**src/inc/msr_consts.svh**
```systemverilog
// Register offsets, field positions, field widths, reset values and the forced slave priority of the redundancy block.
`ifndef MSR_CONSTS_SVH
`define MSR_CONSTS_SVH

`define MSR_OFF_MAIN_CONFIG_REG_THREE        8'h00
`define MSR_OFF_MAIN_CONFIG_REG_TEN       8'h04
`define MSR_OFF_INPUT_PRIORITY_REG_SIX        8'h08
`define MSR_OFF_ABW         8'h0c
`define MSR_OFF_LBW         8'h10
`define MSR_OFF_PHASE_MONITOR_REG       8'h14
`define MSR_OFF_OFFSET      8'h18
`define MSR_OFF_EFFECT      8'h1c
`define MSR_OFF_ALIGN       8'h20

`define MSR_MAIN_CONFIG_REG_THREE_REVERTIVE_ENABLE     0
`define MSR_MAIN_CONFIG_REG_THREE_ROLE       1
`define MSR_MAIN_CONFIG_REG_TEN_PHASE_BUILDOUT_ENABLE     0
`define MSR_PHASE_MONITOR_REG_MONITOR_BUILDOUT_ENABLE    0
`define MSR_INPUT_PRIORITY_REG_SIX_INPUT_ELEVEN_PRIORITY_LSB  4
`define MSR_PRI_W           4
`define MSR_BW_W            5
`define MSR_OFS_W           16

`define MSR_RST_MAIN_CONFIG_REG_THREE        2'h0
`define MSR_RST_REVERTIVE_ENABLE      1'b0
`define MSR_RST_PHASE_BUILDOUT_ENABLE       1'b1
`define MSR_RST_MONITOR_BUILDOUT_ENABLE      1'b1
`define MSR_RST_INPUT_PRIORITY_REG_SIX        8'h00
`define MSR_RST_ABW         5'h00
`define MSR_RST_LBW         5'h00
`define MSR_RST_OFFSET      16'h0000
`define MSR_PRI_SLAVE       4'h1

`endif

```
**src/inc/msr_pkg.sv**
```systemverilog
// Types shared by the redundancy control block.
package msr_pkg;
    typedef enum logic [1:0] {
        MSR_ALIGN_NONE,
        MSR_ALIGN_PHASE,
        MSR_ALIGN_FALLING,
        MSR_ALIGN_SUBMULT
    } msr_align_t;

    typedef enum logic {
        MSR_ROLE_SLAVE,
        MSR_ROLE_MASTER
    } msr_role_t;
endpackage

```
**src/hdl/msr_role_sync.sv**
```systemverilog
// Three-stage synchroniser with agreement filter for the role-select pin.
`timescale 1ns/1ps
module msr_role_sync (
    input  wire logic hclk,
    input  wire logic hresetn,
    input  wire logic pin_in,
    output logic      level_q
);
    logic s1_q;
    logic s2_q;
    logic s3_q;

    always_ff @(posedge hclk or negedge hresetn) begin
        if (!hresetn) begin
            s1_q <= 1'b0;
            s2_q <= 1'b0;
            s3_q <= 1'b0;
        end else begin
            s1_q <= pin_in;
            s2_q <= s1_q;
            s3_q <= s2_q;
        end
    end

    // The level only moves once the last two stages agree.
    always_ff @(posedge hclk or negedge hresetn) begin
        if (!hresetn) begin
            level_q <= 1'b0;
        end else if (s2_q == s3_q) begin
            level_q <= s3_q;
        end
    end
endmodule

```
**src/hdl/msr_redundancy.sv**
```systemverilog
// Master/slave redundancy control with AHB-Lite register access.
`timescale 1ns/1ps
`include "msr_consts.svh"

module msr_redundancy #(
    parameter int N_OUT = 8,
    parameter int F_W   = 16
) (
    input  wire logic                    hclk,
    input  wire logic                    hresetn,
    input  wire logic                    hsel,
    input  wire logic [7:0]              haddr,
    input  wire logic [1:0]              htrans,
    input  wire logic                    hwrite,
    input  wire logic [2:0]              hsize,
    input  wire logic [31:0]             hwdata,
    input  wire logic                    hready,
    output logic      [31:0]             hrdata,
    output logic                         hreadyout,
    output logic                         hresp,
    input  wire logic                    role_select_pin,
    input  wire logic                    main_locked,
    input  wire logic                    aux_locked,
    input  wire logic [F_W-1:0]          ref_freq,
    input  wire logic [N_OUT*F_W-1:0]    out_freq,
    input  wire logic [N_OUT-1:0]        out_from_aux,
    output logic                         role_master_q,
    output logic [`MSR_PRI_W-1:0]        input_eleven_priority_q,
    output logic                         phase_buildout_enable_q,
    output logic                         monitor_buildout_enable_q,
    output logic                         revertive_enable_q,
    output logic [`MSR_BW_W-1:0]         main_bandwidth_q,
    output logic                         phase_offset_apply_q,
    output logic [`MSR_OFS_W-1:0]        phase_offset_q,
    output logic [2*N_OUT-1:0]           align_mode_q
);
    import msr_pkg::*;

    logic                  role_lvl;
    logic                  sw_revertive_enable_q;
    logic                  sw_phase_buildout_enable_q;
    logic                  sw_monitor_buildout_enable_q;
    logic [7:0]            sw_input_priority_reg_six_q;
    logic [`MSR_BW_W-1:0]  sw_abw_q;
    logic [`MSR_BW_W-1:0]  sw_lbw_q;
    logic [`MSR_OFS_W-1:0] sw_offset_q;
    logic                  dp_act_q;
    logic                  dp_wr_q;
    logic [7:0]            dp_addr_q;
    msr_role_t             role;
    logic                  phase_buildout_enable_eff;
    logic                  revertive_enable_eff;
    logic [`MSR_PRI_W-1:0] input_eleven_priority_eff;
    logic [`MSR_BW_W-1:0]  bw_eff;
    logic [31:0]           rd_mux;
    logic                  wr_main_config_reg_three;
    logic                  wr_main_config_reg_ten;
    logic                  wr_phase_monitor_reg;
    logic                  wr_input_priority_reg_six;
    logic                  wr_abw;
    logic                  wr_lbw;
    logic                  wr_offset;
    logic [2*N_OUT-1:0]    mode_all;

    // Role pin sync.
    msr_role_sync u_sync (
        .hclk    (hclk),
        .hresetn (hresetn),
        .pin_in  (role_select_pin),
        .level_q (role_lvl)
    );

    assign role = role_lvl ? MSR_ROLE_MASTER : MSR_ROLE_SLAVE;

    assign input_eleven_priority_eff = (role == MSR_ROLE_SLAVE) ? `MSR_PRI_SLAVE
                     : sw_input_priority_reg_six_q[`MSR_INPUT_PRIORITY_REG_SIX_INPUT_ELEVEN_PRIORITY_LSB +: `MSR_PRI_W];
    assign phase_buildout_enable_eff = (role == MSR_ROLE_SLAVE) ? 1'b0 : sw_phase_buildout_enable_q;
    assign revertive_enable_eff = (role == MSR_ROLE_SLAVE) ? 1'b1 : sw_revertive_enable_q;
    assign bw_eff = (role == MSR_ROLE_SLAVE) ? sw_abw_q : sw_lbw_q;

    // AHB-Lite address phase capture; zero wait states.
    always_ff @(posedge hclk or negedge hresetn) begin
        if (!hresetn) begin
            dp_act_q  <= 1'b0;
            dp_wr_q   <= 1'b0;
            dp_addr_q <= 8'h00;
        end else if (hready) begin
            dp_act_q  <= hsel && htrans[1];
            dp_wr_q   <= hwrite;
            dp_addr_q <= haddr;
        end
    end

    // Write strobes come from the captured address phase; the role bit has no strobe.
    assign wr_main_config_reg_three   = dp_act_q && dp_wr_q && (dp_addr_q == `MSR_OFF_MAIN_CONFIG_REG_THREE);
    assign wr_main_config_reg_ten  = dp_act_q && dp_wr_q && (dp_addr_q == `MSR_OFF_MAIN_CONFIG_REG_TEN);
    assign wr_phase_monitor_reg  = dp_act_q && dp_wr_q && (dp_addr_q == `MSR_OFF_PHASE_MONITOR_REG);
    assign wr_input_priority_reg_six   = dp_act_q && dp_wr_q && (dp_addr_q == `MSR_OFF_INPUT_PRIORITY_REG_SIX);
    assign wr_abw    = dp_act_q && dp_wr_q && (dp_addr_q == `MSR_OFF_ABW);
    assign wr_lbw    = dp_act_q && dp_wr_q && (dp_addr_q == `MSR_OFF_LBW);
    assign wr_offset = dp_act_q && dp_wr_q && (dp_addr_q == `MSR_OFF_OFFSET);

    // Software copies are kept in every role so that they return when forcing ends.
    always_ff @(posedge hclk or negedge hresetn) begin
        if (!hresetn) begin
            sw_revertive_enable_q <= `MSR_RST_REVERTIVE_ENABLE;
        end else if (wr_main_config_reg_three) begin
            sw_revertive_enable_q <= hwdata[`MSR_MAIN_CONFIG_REG_THREE_REVERTIVE_ENABLE];
        end
    end

    always_ff @(posedge hclk or negedge hresetn) begin
        if (!hresetn) begin
            sw_phase_buildout_enable_q <= `MSR_RST_PHASE_BUILDOUT_ENABLE;
        end else if (wr_main_config_reg_ten) begin
            sw_phase_buildout_enable_q <= hwdata[`MSR_MAIN_CONFIG_REG_TEN_PHASE_BUILDOUT_ENABLE];
        end
    end

    always_ff @(posedge hclk or negedge hresetn) begin
        if (!hresetn) begin
            sw_monitor_buildout_enable_q <= `MSR_RST_MONITOR_BUILDOUT_ENABLE;
        end else if (wr_phase_monitor_reg) begin
            sw_monitor_buildout_enable_q <= hwdata[`MSR_PHASE_MONITOR_REG_MONITOR_BUILDOUT_ENABLE];
        end
    end

    always_ff @(posedge hclk or negedge hresetn) begin
        if (!hresetn) begin
            sw_input_priority_reg_six_q <= `MSR_RST_INPUT_PRIORITY_REG_SIX;
        end else if (wr_input_priority_reg_six) begin
            sw_input_priority_reg_six_q <= hwdata[7:0];
        end
    end

    always_ff @(posedge hclk or negedge hresetn) begin
        if (!hresetn) begin
            sw_abw_q <= `MSR_RST_ABW;
        end else if (wr_abw) begin
            sw_abw_q <= hwdata[`MSR_BW_W-1:0];
        end
    end

    always_ff @(posedge hclk or negedge hresetn) begin
        if (!hresetn) begin
            sw_lbw_q <= `MSR_RST_LBW;
        end else if (wr_lbw) begin
            sw_lbw_q <= hwdata[`MSR_BW_W-1:0];
        end
    end

    always_ff @(posedge hclk or negedge hresetn) begin
        if (!hresetn) begin
            sw_offset_q <= `MSR_RST_OFFSET;
        end else if (wr_offset) begin
            sw_offset_q <= hwdata[`MSR_OFS_W-1:0];
        end
    end

    // Read view shows the effective, role-dependent values.
    always_comb begin
        rd_mux = 32'h0000_0000;
        unique case (haddr)
            `MSR_OFF_MAIN_CONFIG_REG_THREE: begin
                rd_mux[`MSR_MAIN_CONFIG_REG_THREE_REVERTIVE_ENABLE] = revertive_enable_eff;
                rd_mux[`MSR_MAIN_CONFIG_REG_THREE_ROLE]   = role_lvl;
            end
            `MSR_OFF_MAIN_CONFIG_REG_TEN:  rd_mux[`MSR_MAIN_CONFIG_REG_TEN_PHASE_BUILDOUT_ENABLE] = phase_buildout_enable_eff;
            `MSR_OFF_PHASE_MONITOR_REG:  rd_mux[`MSR_PHASE_MONITOR_REG_MONITOR_BUILDOUT_ENABLE] = sw_monitor_buildout_enable_q;
            `MSR_OFF_INPUT_PRIORITY_REG_SIX:   rd_mux[7:0] = {input_eleven_priority_eff, sw_input_priority_reg_six_q[3:0]};
            `MSR_OFF_ABW:    rd_mux[`MSR_BW_W-1:0] = sw_abw_q;
            `MSR_OFF_LBW:    rd_mux[`MSR_BW_W-1:0] = sw_lbw_q;
            `MSR_OFF_OFFSET: rd_mux[`MSR_OFS_W-1:0] = sw_offset_q;
            `MSR_OFF_EFFECT: rd_mux[`MSR_BW_W-1:0] = bw_eff;
            `MSR_OFF_ALIGN:  rd_mux[2*N_OUT-1:0] = align_mode_q;
            default:         rd_mux = 32'h0000_0000;
        endcase
    end

    // Read data is taken at the accepted address phase so that it stands in the data phase.
    // A read issued right behind a write to the same word still returns the older value.
    always_ff @(posedge hclk or negedge hresetn) begin
        if (!hresetn) begin
            hrdata <= 32'h0000_0000;
        end else if (hready && hsel && htrans[1] && !hwrite) begin
            hrdata <= rd_mux;
        end
    end

    always_ff @(posedge hclk or negedge hresetn) begin
        if (!hresetn) begin
            hreadyout <= 1'b1;
            hresp     <= 1'b0;
        end else begin
            hreadyout <= 1'b1;
            hresp     <= 1'b0;
        end
    end

    always_ff @(posedge hclk or negedge hresetn) begin
        if (!hresetn) begin
            role_master_q <= 1'b0;
        end else begin
            role_master_q <= role_lvl;
        end
    end

    always_ff @(posedge hclk or negedge hresetn) begin
        if (!hresetn) begin
            input_eleven_priority_q <= `MSR_PRI_SLAVE;
        end else begin
            input_eleven_priority_q <= input_eleven_priority_eff;
        end
    end

    always_ff @(posedge hclk or negedge hresetn) begin
        if (!hresetn) begin
            phase_buildout_enable_q <= 1'b0;
        end else begin
            phase_buildout_enable_q <= phase_buildout_enable_eff;
        end
    end

    always_ff @(posedge hclk or negedge hresetn) begin
        if (!hresetn) begin
            monitor_buildout_enable_q <= 1'b0;
        end else begin
            monitor_buildout_enable_q <= sw_monitor_buildout_enable_q;
        end
    end

    always_ff @(posedge hclk or negedge hresetn) begin
        if (!hresetn) begin
            revertive_enable_q <= 1'b1;
        end else begin
            revertive_enable_q <= revertive_enable_eff;
        end
    end

    always_ff @(posedge hclk or negedge hresetn) begin
        if (!hresetn) begin
            main_bandwidth_q <= `MSR_RST_ABW;
        end else begin
            main_bandwidth_q <= bw_eff;
        end
    end

    always_ff @(posedge hclk or negedge hresetn) begin
        if (!hresetn) begin
            phase_offset_apply_q <= 1'b1;
        end else begin
            phase_offset_apply_q <= !phase_buildout_enable_eff;
        end
    end

    always_ff @(posedge hclk or negedge hresetn) begin
        if (!hresetn) begin
            phase_offset_q <= `MSR_RST_OFFSET;
        end else begin
            phase_offset_q <= sw_offset_q;
        end
    end

    // Per-output alignment class against the selected reference frequency.
    genvar gi;
    generate
        for (gi = 0; gi < N_OUT; gi++) begin : g_align
            logic [F_W-1:0] fo;
            logic           locked;
            logic           submult;
            msr_align_t     mode;
            assign fo     = out_freq[gi*F_W +: F_W];
            assign locked = out_from_aux[gi] ? aux_locked : main_locked;
            assign submult = (fo != '0) && ((ref_freq % fo) == '0);
            always_comb begin
                mode = MSR_ALIGN_NONE;
                if (locked && !phase_buildout_enable_eff && ref_freq != '0) begin
                    if (fo == ref_freq) begin
                        mode = MSR_ALIGN_PHASE;
                    end else if (fo > ref_freq) begin
                        mode = MSR_ALIGN_FALLING;
                    end else if (submult) begin
                        mode = MSR_ALIGN_SUBMULT;
                    end
                end
            end
            assign mode_all[2*gi +: 2] = mode;
        end
    endgenerate

    always_ff @(posedge hclk or negedge hresetn) begin
        if (!hresetn) begin
            align_mode_q <= '0;
        end else begin
            align_mode_q <= mode_all;
        end
    end
endmodule

```
**config.mk**
```make
export PLATFORM = sky130hd
export DESIGN_NAME = msr_redundancy
export DESIGN_NICKNAME = d
export VERILOG_FILES = /design/src/inc/msr_pkg.sv /design/src/hdl/msr_role_sync.sv /design/src/hdl/msr_redundancy.sv
export VERILOG_INCLUDE_DIRS = /design/src /design/src/inc
export SDC_FILE = /design/constraint.sdc
export NUM_CORES = 2
export LEC_CHECK = 0
export BUFFER_PORTS_ARGS = -buffer_cell sky130_fd_sc_hd__buf_2
export CAP_MARGIN = 20
export CORE_ASPECT_RATIO = 0.9
export CORE_MARGIN = 1
export CORE_UTILIZATION = 30
export CTS_BUF_LIST = sky130_fd_sc_hd__clkbuf_8
export DETAILED_ROUTE_END_ITERATION = 12
export PLACE_DENSITY = 0.47
export SYNTH_ARGS = -nofsm -noshare
export SYNTH_HDL_FRONTEND = slang
export SYNTH_SLANG_ARGS = --single-unit
export TNS_END_PERCENT = 5
```
**constraint.sdc**
```tcl
create_clock -name hclk -period 2.2 [get_ports hclk]
set_input_delay 0 -clock hclk [delete_from_list [all_inputs] [get_ports hclk]]
set_output_delay 0 -clock hclk [all_outputs]
set_load 0.02 [all_outputs]
```
Word-level counts from Yosys, hierarchy flattened. Cells that the tools add are included.

Logic and storage cells: 170. Output and inout port bits: 80. Register bits after elaboration: 113. Input bits: 205.

Reduce and logical (&&, ||, !) cells: 57. Equality and inequality tests: 23. Divide/modulo/power cells: 8. Mux-type cells: 50. Magnitude comparators: 8.

Operator list (count): nonzero test 16 bit (9); equality test 16 bit (8); greater-than comparator 16 bit (8); zero test 16 bit (8); modulo 16 x 16 -> 16 bit (8); two-way mux 2 bit (32); equality test 8 x 5 -> 1 bit (second input constant) (7); logical AND 1 bit (36); equality test 8 x 4 -> 1 bit (second input constant) (4); case mux 3 bit (6 select lines) (1); equality test 8 x 3 -> 1 bit (second input constant) (2); zero test 8 bit (2); case mux 8 bit (2 select lines) (1); two-way mux 1 bit (11); case mux 1 bit (9 select lines) (1); case mux 3 bit (3 select lines) (1); equality test 8 x 6 -> 1 bit (second input constant) (1); case mux 1 bit (7 select lines) (1); two-way mux 5 bit (1); two-way mux 4 bit (1); zero test 1 bit (2); equality test 1 bit (1).

Longest topological paths before layout.
Depth after elaboration: 7. Gate-level depth with buffers: 140.

Modules after synthesis. Synthesis repeated with hierarchy kept, for this count alone.

Cells, all modules: 9427. Area total of the unflattened synthesis: 66159.7 um2.

By module, submodules not included: msr_redundancy (cells each 9422, times used 1, area an instance 66048.3 um2, sequential area each 2733.9 um2); msr_role_sync (cells each 5, times used 1, area an instance 111.4 um2, sequential area each 100.1 um2).

Least setup slack after synthesis. No wires, ideal clock.

Path kind: input port to flip-flop. From: in out_freq[44]. To: reg align_mode_q[4]. Stages on the path: 125. Buffers on the path: 14. Data arrival time: 27.924 ns. Path slack: -25.808 ns. Library setup time: 0.084 ns. Required time: 2.116 ns. Cell sequence: or4_1 -> clkbuf_1 -> nor3_1 -> a32o_1 -> inv_1 -> ha_1 -> o21ai_0 -> nor2b_1 -> and3b_1 -> o22ai_1 -> ha_1 -> a21oi_1 -> nand2_1 -> a31o_2 -> o21a_1 -> ha_1 -> o21a_1 -> nor4_1 -> [... 89 more ...] -> o22ai_1 -> clkbuf_1 -> buf_1 -> a21oi_1 -> fa_1 -> a211o_1 -> o211ai_1 -> a21oi_1 -> o41ai_1 -> a21oi_1 -> a211oi_1 -> xnor2_1 -> or4_1 -> a211oi_1 -> a41oi_1 -> nor4bb_1 -> nand3_1 -> a21boi_0.

Longest elaborated chain between the ends: 7.

Ends and longest elaborated chain: start: declaration (line msr_redundancy.sv:25) `input wire logic [N_OUT*F_W-1:0] out_freq,`; modulo 16 x 16 -> 16 bit (line msr_redundancy.sv:274) `assign submult = (fo != '0) && ((ref_freq % fo) == '0);`; zero test 16 bit (line msr_redundancy.sv:274); logical AND 1 bit (line msr_redundancy.sv:274); two-way mux 2 bit (line msr_redundancy.sv:282) `end else if (submult) begin`; two-way mux 2 bit (line msr_redundancy.sv:280) `end else if (fo > ref_freq) begin`; two-way mux 2 bit (*) (line msr_redundancy.sv:278) `if (fo == ref_freq) begin`; two-way mux 2 bit (*) (line msr_redundancy.sv:277) `if (locked && !phase_buildout_enable_eff && ref_freq != '0) begin`; named net g_align[2].mode[0] (line msr_redundancy.sv:271) `msr_align_t mode;`; end signal: assignment (line msr_redundancy.sv:295) `align_mode_q <= mode_all;`; end: declaration (line msr_redundancy.sv:35) `output logic [2*N_OUT-1:0] align_mode_q`.

The timed path passes the listed nets; every way through them passes the cells marked *. A chain may end at the register's enable or synchronous reset.

Final worst setup path.
From: in out_freq[94]. To: reg align_mode_q[10].

Longest elaborated chain between the ends: 7.

Ends and longest elaborated chain (line): modulo 16 x 16 -> 16 bit (msr_redundancy.sv:274); zero test 16 bit (msr_redundancy.sv:274); logical AND 1 bit (msr_redundancy.sv:274); two-way mux 2 bit (msr_redundancy.sv:282); two-way mux 2 bit (msr_redundancy.sv:280); two-way mux 2 bit (*) (msr_redundancy.sv:278); two-way mux 2 bit (*) (msr_redundancy.sv:277); named net g_align[5].mode[0] (msr_redundancy.sv:271).

Marks and branches as above.

==> flow_summary.ini <==
[timing]
max-slew-margin-rel_pct = 49.31
finalHoldViolCount = 0
setup_viol = 16
fmax_mhz = 39.76
maxSlewViolCount = 0
min_period_over_period_pct = 1143
clock-skew-final_ns = 0.03759
hold_ws_ns = 0.05110
finalCriticalPeriod_ns = 25.15
worst_slack_ns = -22.95
setup_tns_ns = -364.13
worst_slew_pin_slew_ns = 0.7539
rsz0062_at_grt = true

[clock_network]
clkSlewWorstSetupHoldPaths_ns = 0.10
cts_root_buffer = clkbuf_8
insertion_delay_ns = 0.56
h-tree-depth = 4
cts_buffers = 17
ctsLongestPathBuffers = 2
clkSinkCount = 113
cts_tree = done

[floorplan]
die_area_um2 = 227600
ios = 285
initial_core_util_pct = 30.17
placement_rows = 165
coreArea_um2 = 224400
die_x_um = 502.7
dieHeight_um = 452.7

[yosys]
synth_top_area_share_pct = 22.62
synth-edff-count = 0
ys_ff_latch = 113
netlist_top_cells_area = ha_1, a21oi_1, nor2_1, nand2_1, xnor2_1
syn-mean-instance-area_um2 = 7.057
synth-async-reset-ratio_pct = 100.0
syn_inst = 9593
synth_top_area_cell = ha_1
synthFlopType = dfrtp_1
syn_area_um2 = 67690
synth_seq_area_share_pct = 4.186
yosys_warnings = 0
synth_cell_types = 101

[critical_path]
crit_start = out_freq[94]
crit_top_cell = ha_4
crit_required_ns = 2.67
cp-end-kind = flop
rrSetupSlack_ns = 0.06
critical-path-slowest-cell = or4b_2
cp.arrival_ns = 25.62
r2r_cells = 7
worst_setup_path_start_kind = primary input
crit_path_max_fanout = 9
crit_type = primary input to flop
timing.rr.end = sw_input_priority_reg_six_q[6]
r2r-start = dp_addr_q[5]
cpPeakStageDelay_ns = 0.61

[routing]
ant_nets = 0
wl_per_cell_um = 20.63
vias = 94820
wl_mm = 362.5
drcViolationCount = 0
first_iter_violations = 6556
dr.pass1.iters = 5
via_per_inst = 5.396

[hold_path]
hold_start = main_locked
holdPathEnd = align_mode_q[3]
hp-class = primary input to flop
min_path_cells = 5

[place]
post-place-ws_ns = -26.13
port_buffers = 246
dpl.hpwl_mm = 294.5
gp_congestion = 1.002
postPlaceCellArea_um2 = 107800
placed_cells = 17040

[grt]
grt_pass1_vias = 94080
antenna_found_initial = 47
grt_pass1_wl_mm = 542.3
grt_max_degree = 46
gr-total-overflow = 0
grtUsageTotal_pct = 30.39

[layout]
nets = 15970
final_common_cell = buf_4
area_growth_pct = 76.02
layout_common_cells = buf_4, ha_1, nand2_1
final_area_um2 = 119200
fillCellCount = 21520
drive_above_1_share_pct = 46.97
layout.cells.non_filler = 17570
postLayoutCoreUtil_pct = 53.10

[status]
violations = setup timing
status = finished with violations

[flow_run]
drv_cap = 0

[pwr]
power_mw = 50.06
power.density_nw_per_um2 = 420.1
ir_drop_mv = 0.4928
power_leakage_nw = 57.52
==> registers in the layout, summed over array words and instances, names as in the netlist, 4 cells and up <==
name / cells
align_mode_q: 16
main_bandwidth_q: 5
sw_offset_q: 16
hrdata: 16
dp_addr_q: 8
phase_offset_q: 16
sw_lbw_q: 5
sw_input_priority_reg_six_q: 8
input_eleven_priority_q: 4
sw_abw_q: 5
==> area by class of cell <==
cell class                 count  area, µm²  share of cell area, %
tap                         3006       3761                  3.156
timing repair buffer        5212      39450                  33.10
antenna                       16      40.04                0.03360
inverter                     426       1607                  1.348
clock inverter                14      167.7                 0.1407
sequential                   113       2834                  2.378
clock buffer                  18      247.7                 0.2079
multi-input combinational   8766      71060                  59.63
==> kinds of logic (layout without fill, tap and decap cells) <==
| logic type | Yosys count | in the layout | share of synthesized area, % |
|---|---|---|---|
| mux | 277 | 277 | 4.432 |
| simple gates | 3510 | 3513 | 25.22 |
| fa+ha+maj | 1233 | 1233 | 22.87 |
| buf+inv | 735 | 5670 | 4.197 |
| other cells | 2 | 34 | 0.01109 |
| compound gates | 3115 | 3117 | 31.21 |
| flops | 113 | 113 | 4.186 |
| xor+xnor | 608 | 608 | 7.866 |
==> Yosys cell counts, drive strengths merged (30+ instances only) <==
cell,count
o22ai,55
inv,425
clkbuf,273
nor2,929
mux2i,104
nor2b,91
o211a,30
xor2,231
a31o,41
buf,36
and2,69
or2,90
nor3b,37
o31ai,78
a221oi,34
o21ai,557
dfrtp,108
mux2,172
o21bai,53
xnor2,377
ha,1224
o211ai,149
a21oi,708
and4,39
a31oi,118
a21o,258
a211oi,131
nand3,249
and3,89
a2111oi,31
nor4,90
a211o,38
or4,54
or3,159
o31a,40
a21boi,59
nand2,919
nand2b,120
o21a,318
nor3,360
a22oi,38
nand4,138
==> report_power, final <==
part	internal, mW	leakage, nW	switching, mW	total (mW)
Sequential	2.19	1.42	0.107	2.29
Clock	1.07	0.212	1.17	2.24
Combinational	23.4	55.9	22.1	45.5
Total	26.7	57.5	23.4	50.1
==> per-layer routing <==
layer | vias up | GRT usage (%) | routed length, µm
li1 | 46210 | - | -
met1 | 45420 | 40.07 | 163100
met2 | 2527 | 50.53 | 163700
met3 | 652 | 3.182 | 19540
met4 | 16 | 11.50 | 16030
met5 | - | 0 | 99
==> what timing repair did <==
item / CTS / global route
endpoints found under the hold margin: 165 / 0
pin swaps: 540 / 388
setup buffers: 324 / 116
endpoints found under the setup margin: 29 / 50
hold buffers: 44 / 0
gates resized for setup: 932 / 482
gates cloned: 4 / 4
==> worst max-delay path by stage <==
stage	endpoint	cells past startpoint	slack (ns)
5_1_grt	align_mode_q[0]	136	-24.18
3_5_place_dp	align_mode_q[2]	127	-26.13
4_1_cts	align_mode_q[5]	121	-22.57
3_3_place_gp	align_mode_q[2]	120	-26.06
2_1_floorplan	align_mode_q[4]	124	-22.40
6_report	align_mode_q[10]	114	-22.95
==> critical path, delay by kind of cell <==
kind	cells	cell delay [ns]
AOI/OAI and AO/OA	57	12.13
xor gates and xnor gates	1	0.16
adders and majority gates	15	3.95
buffers and inverters	8	1.16
muxes	3	1.01
and+or+nand+nor	30	7.15
No activity file was read; power rests on OpenSTA's default activity.
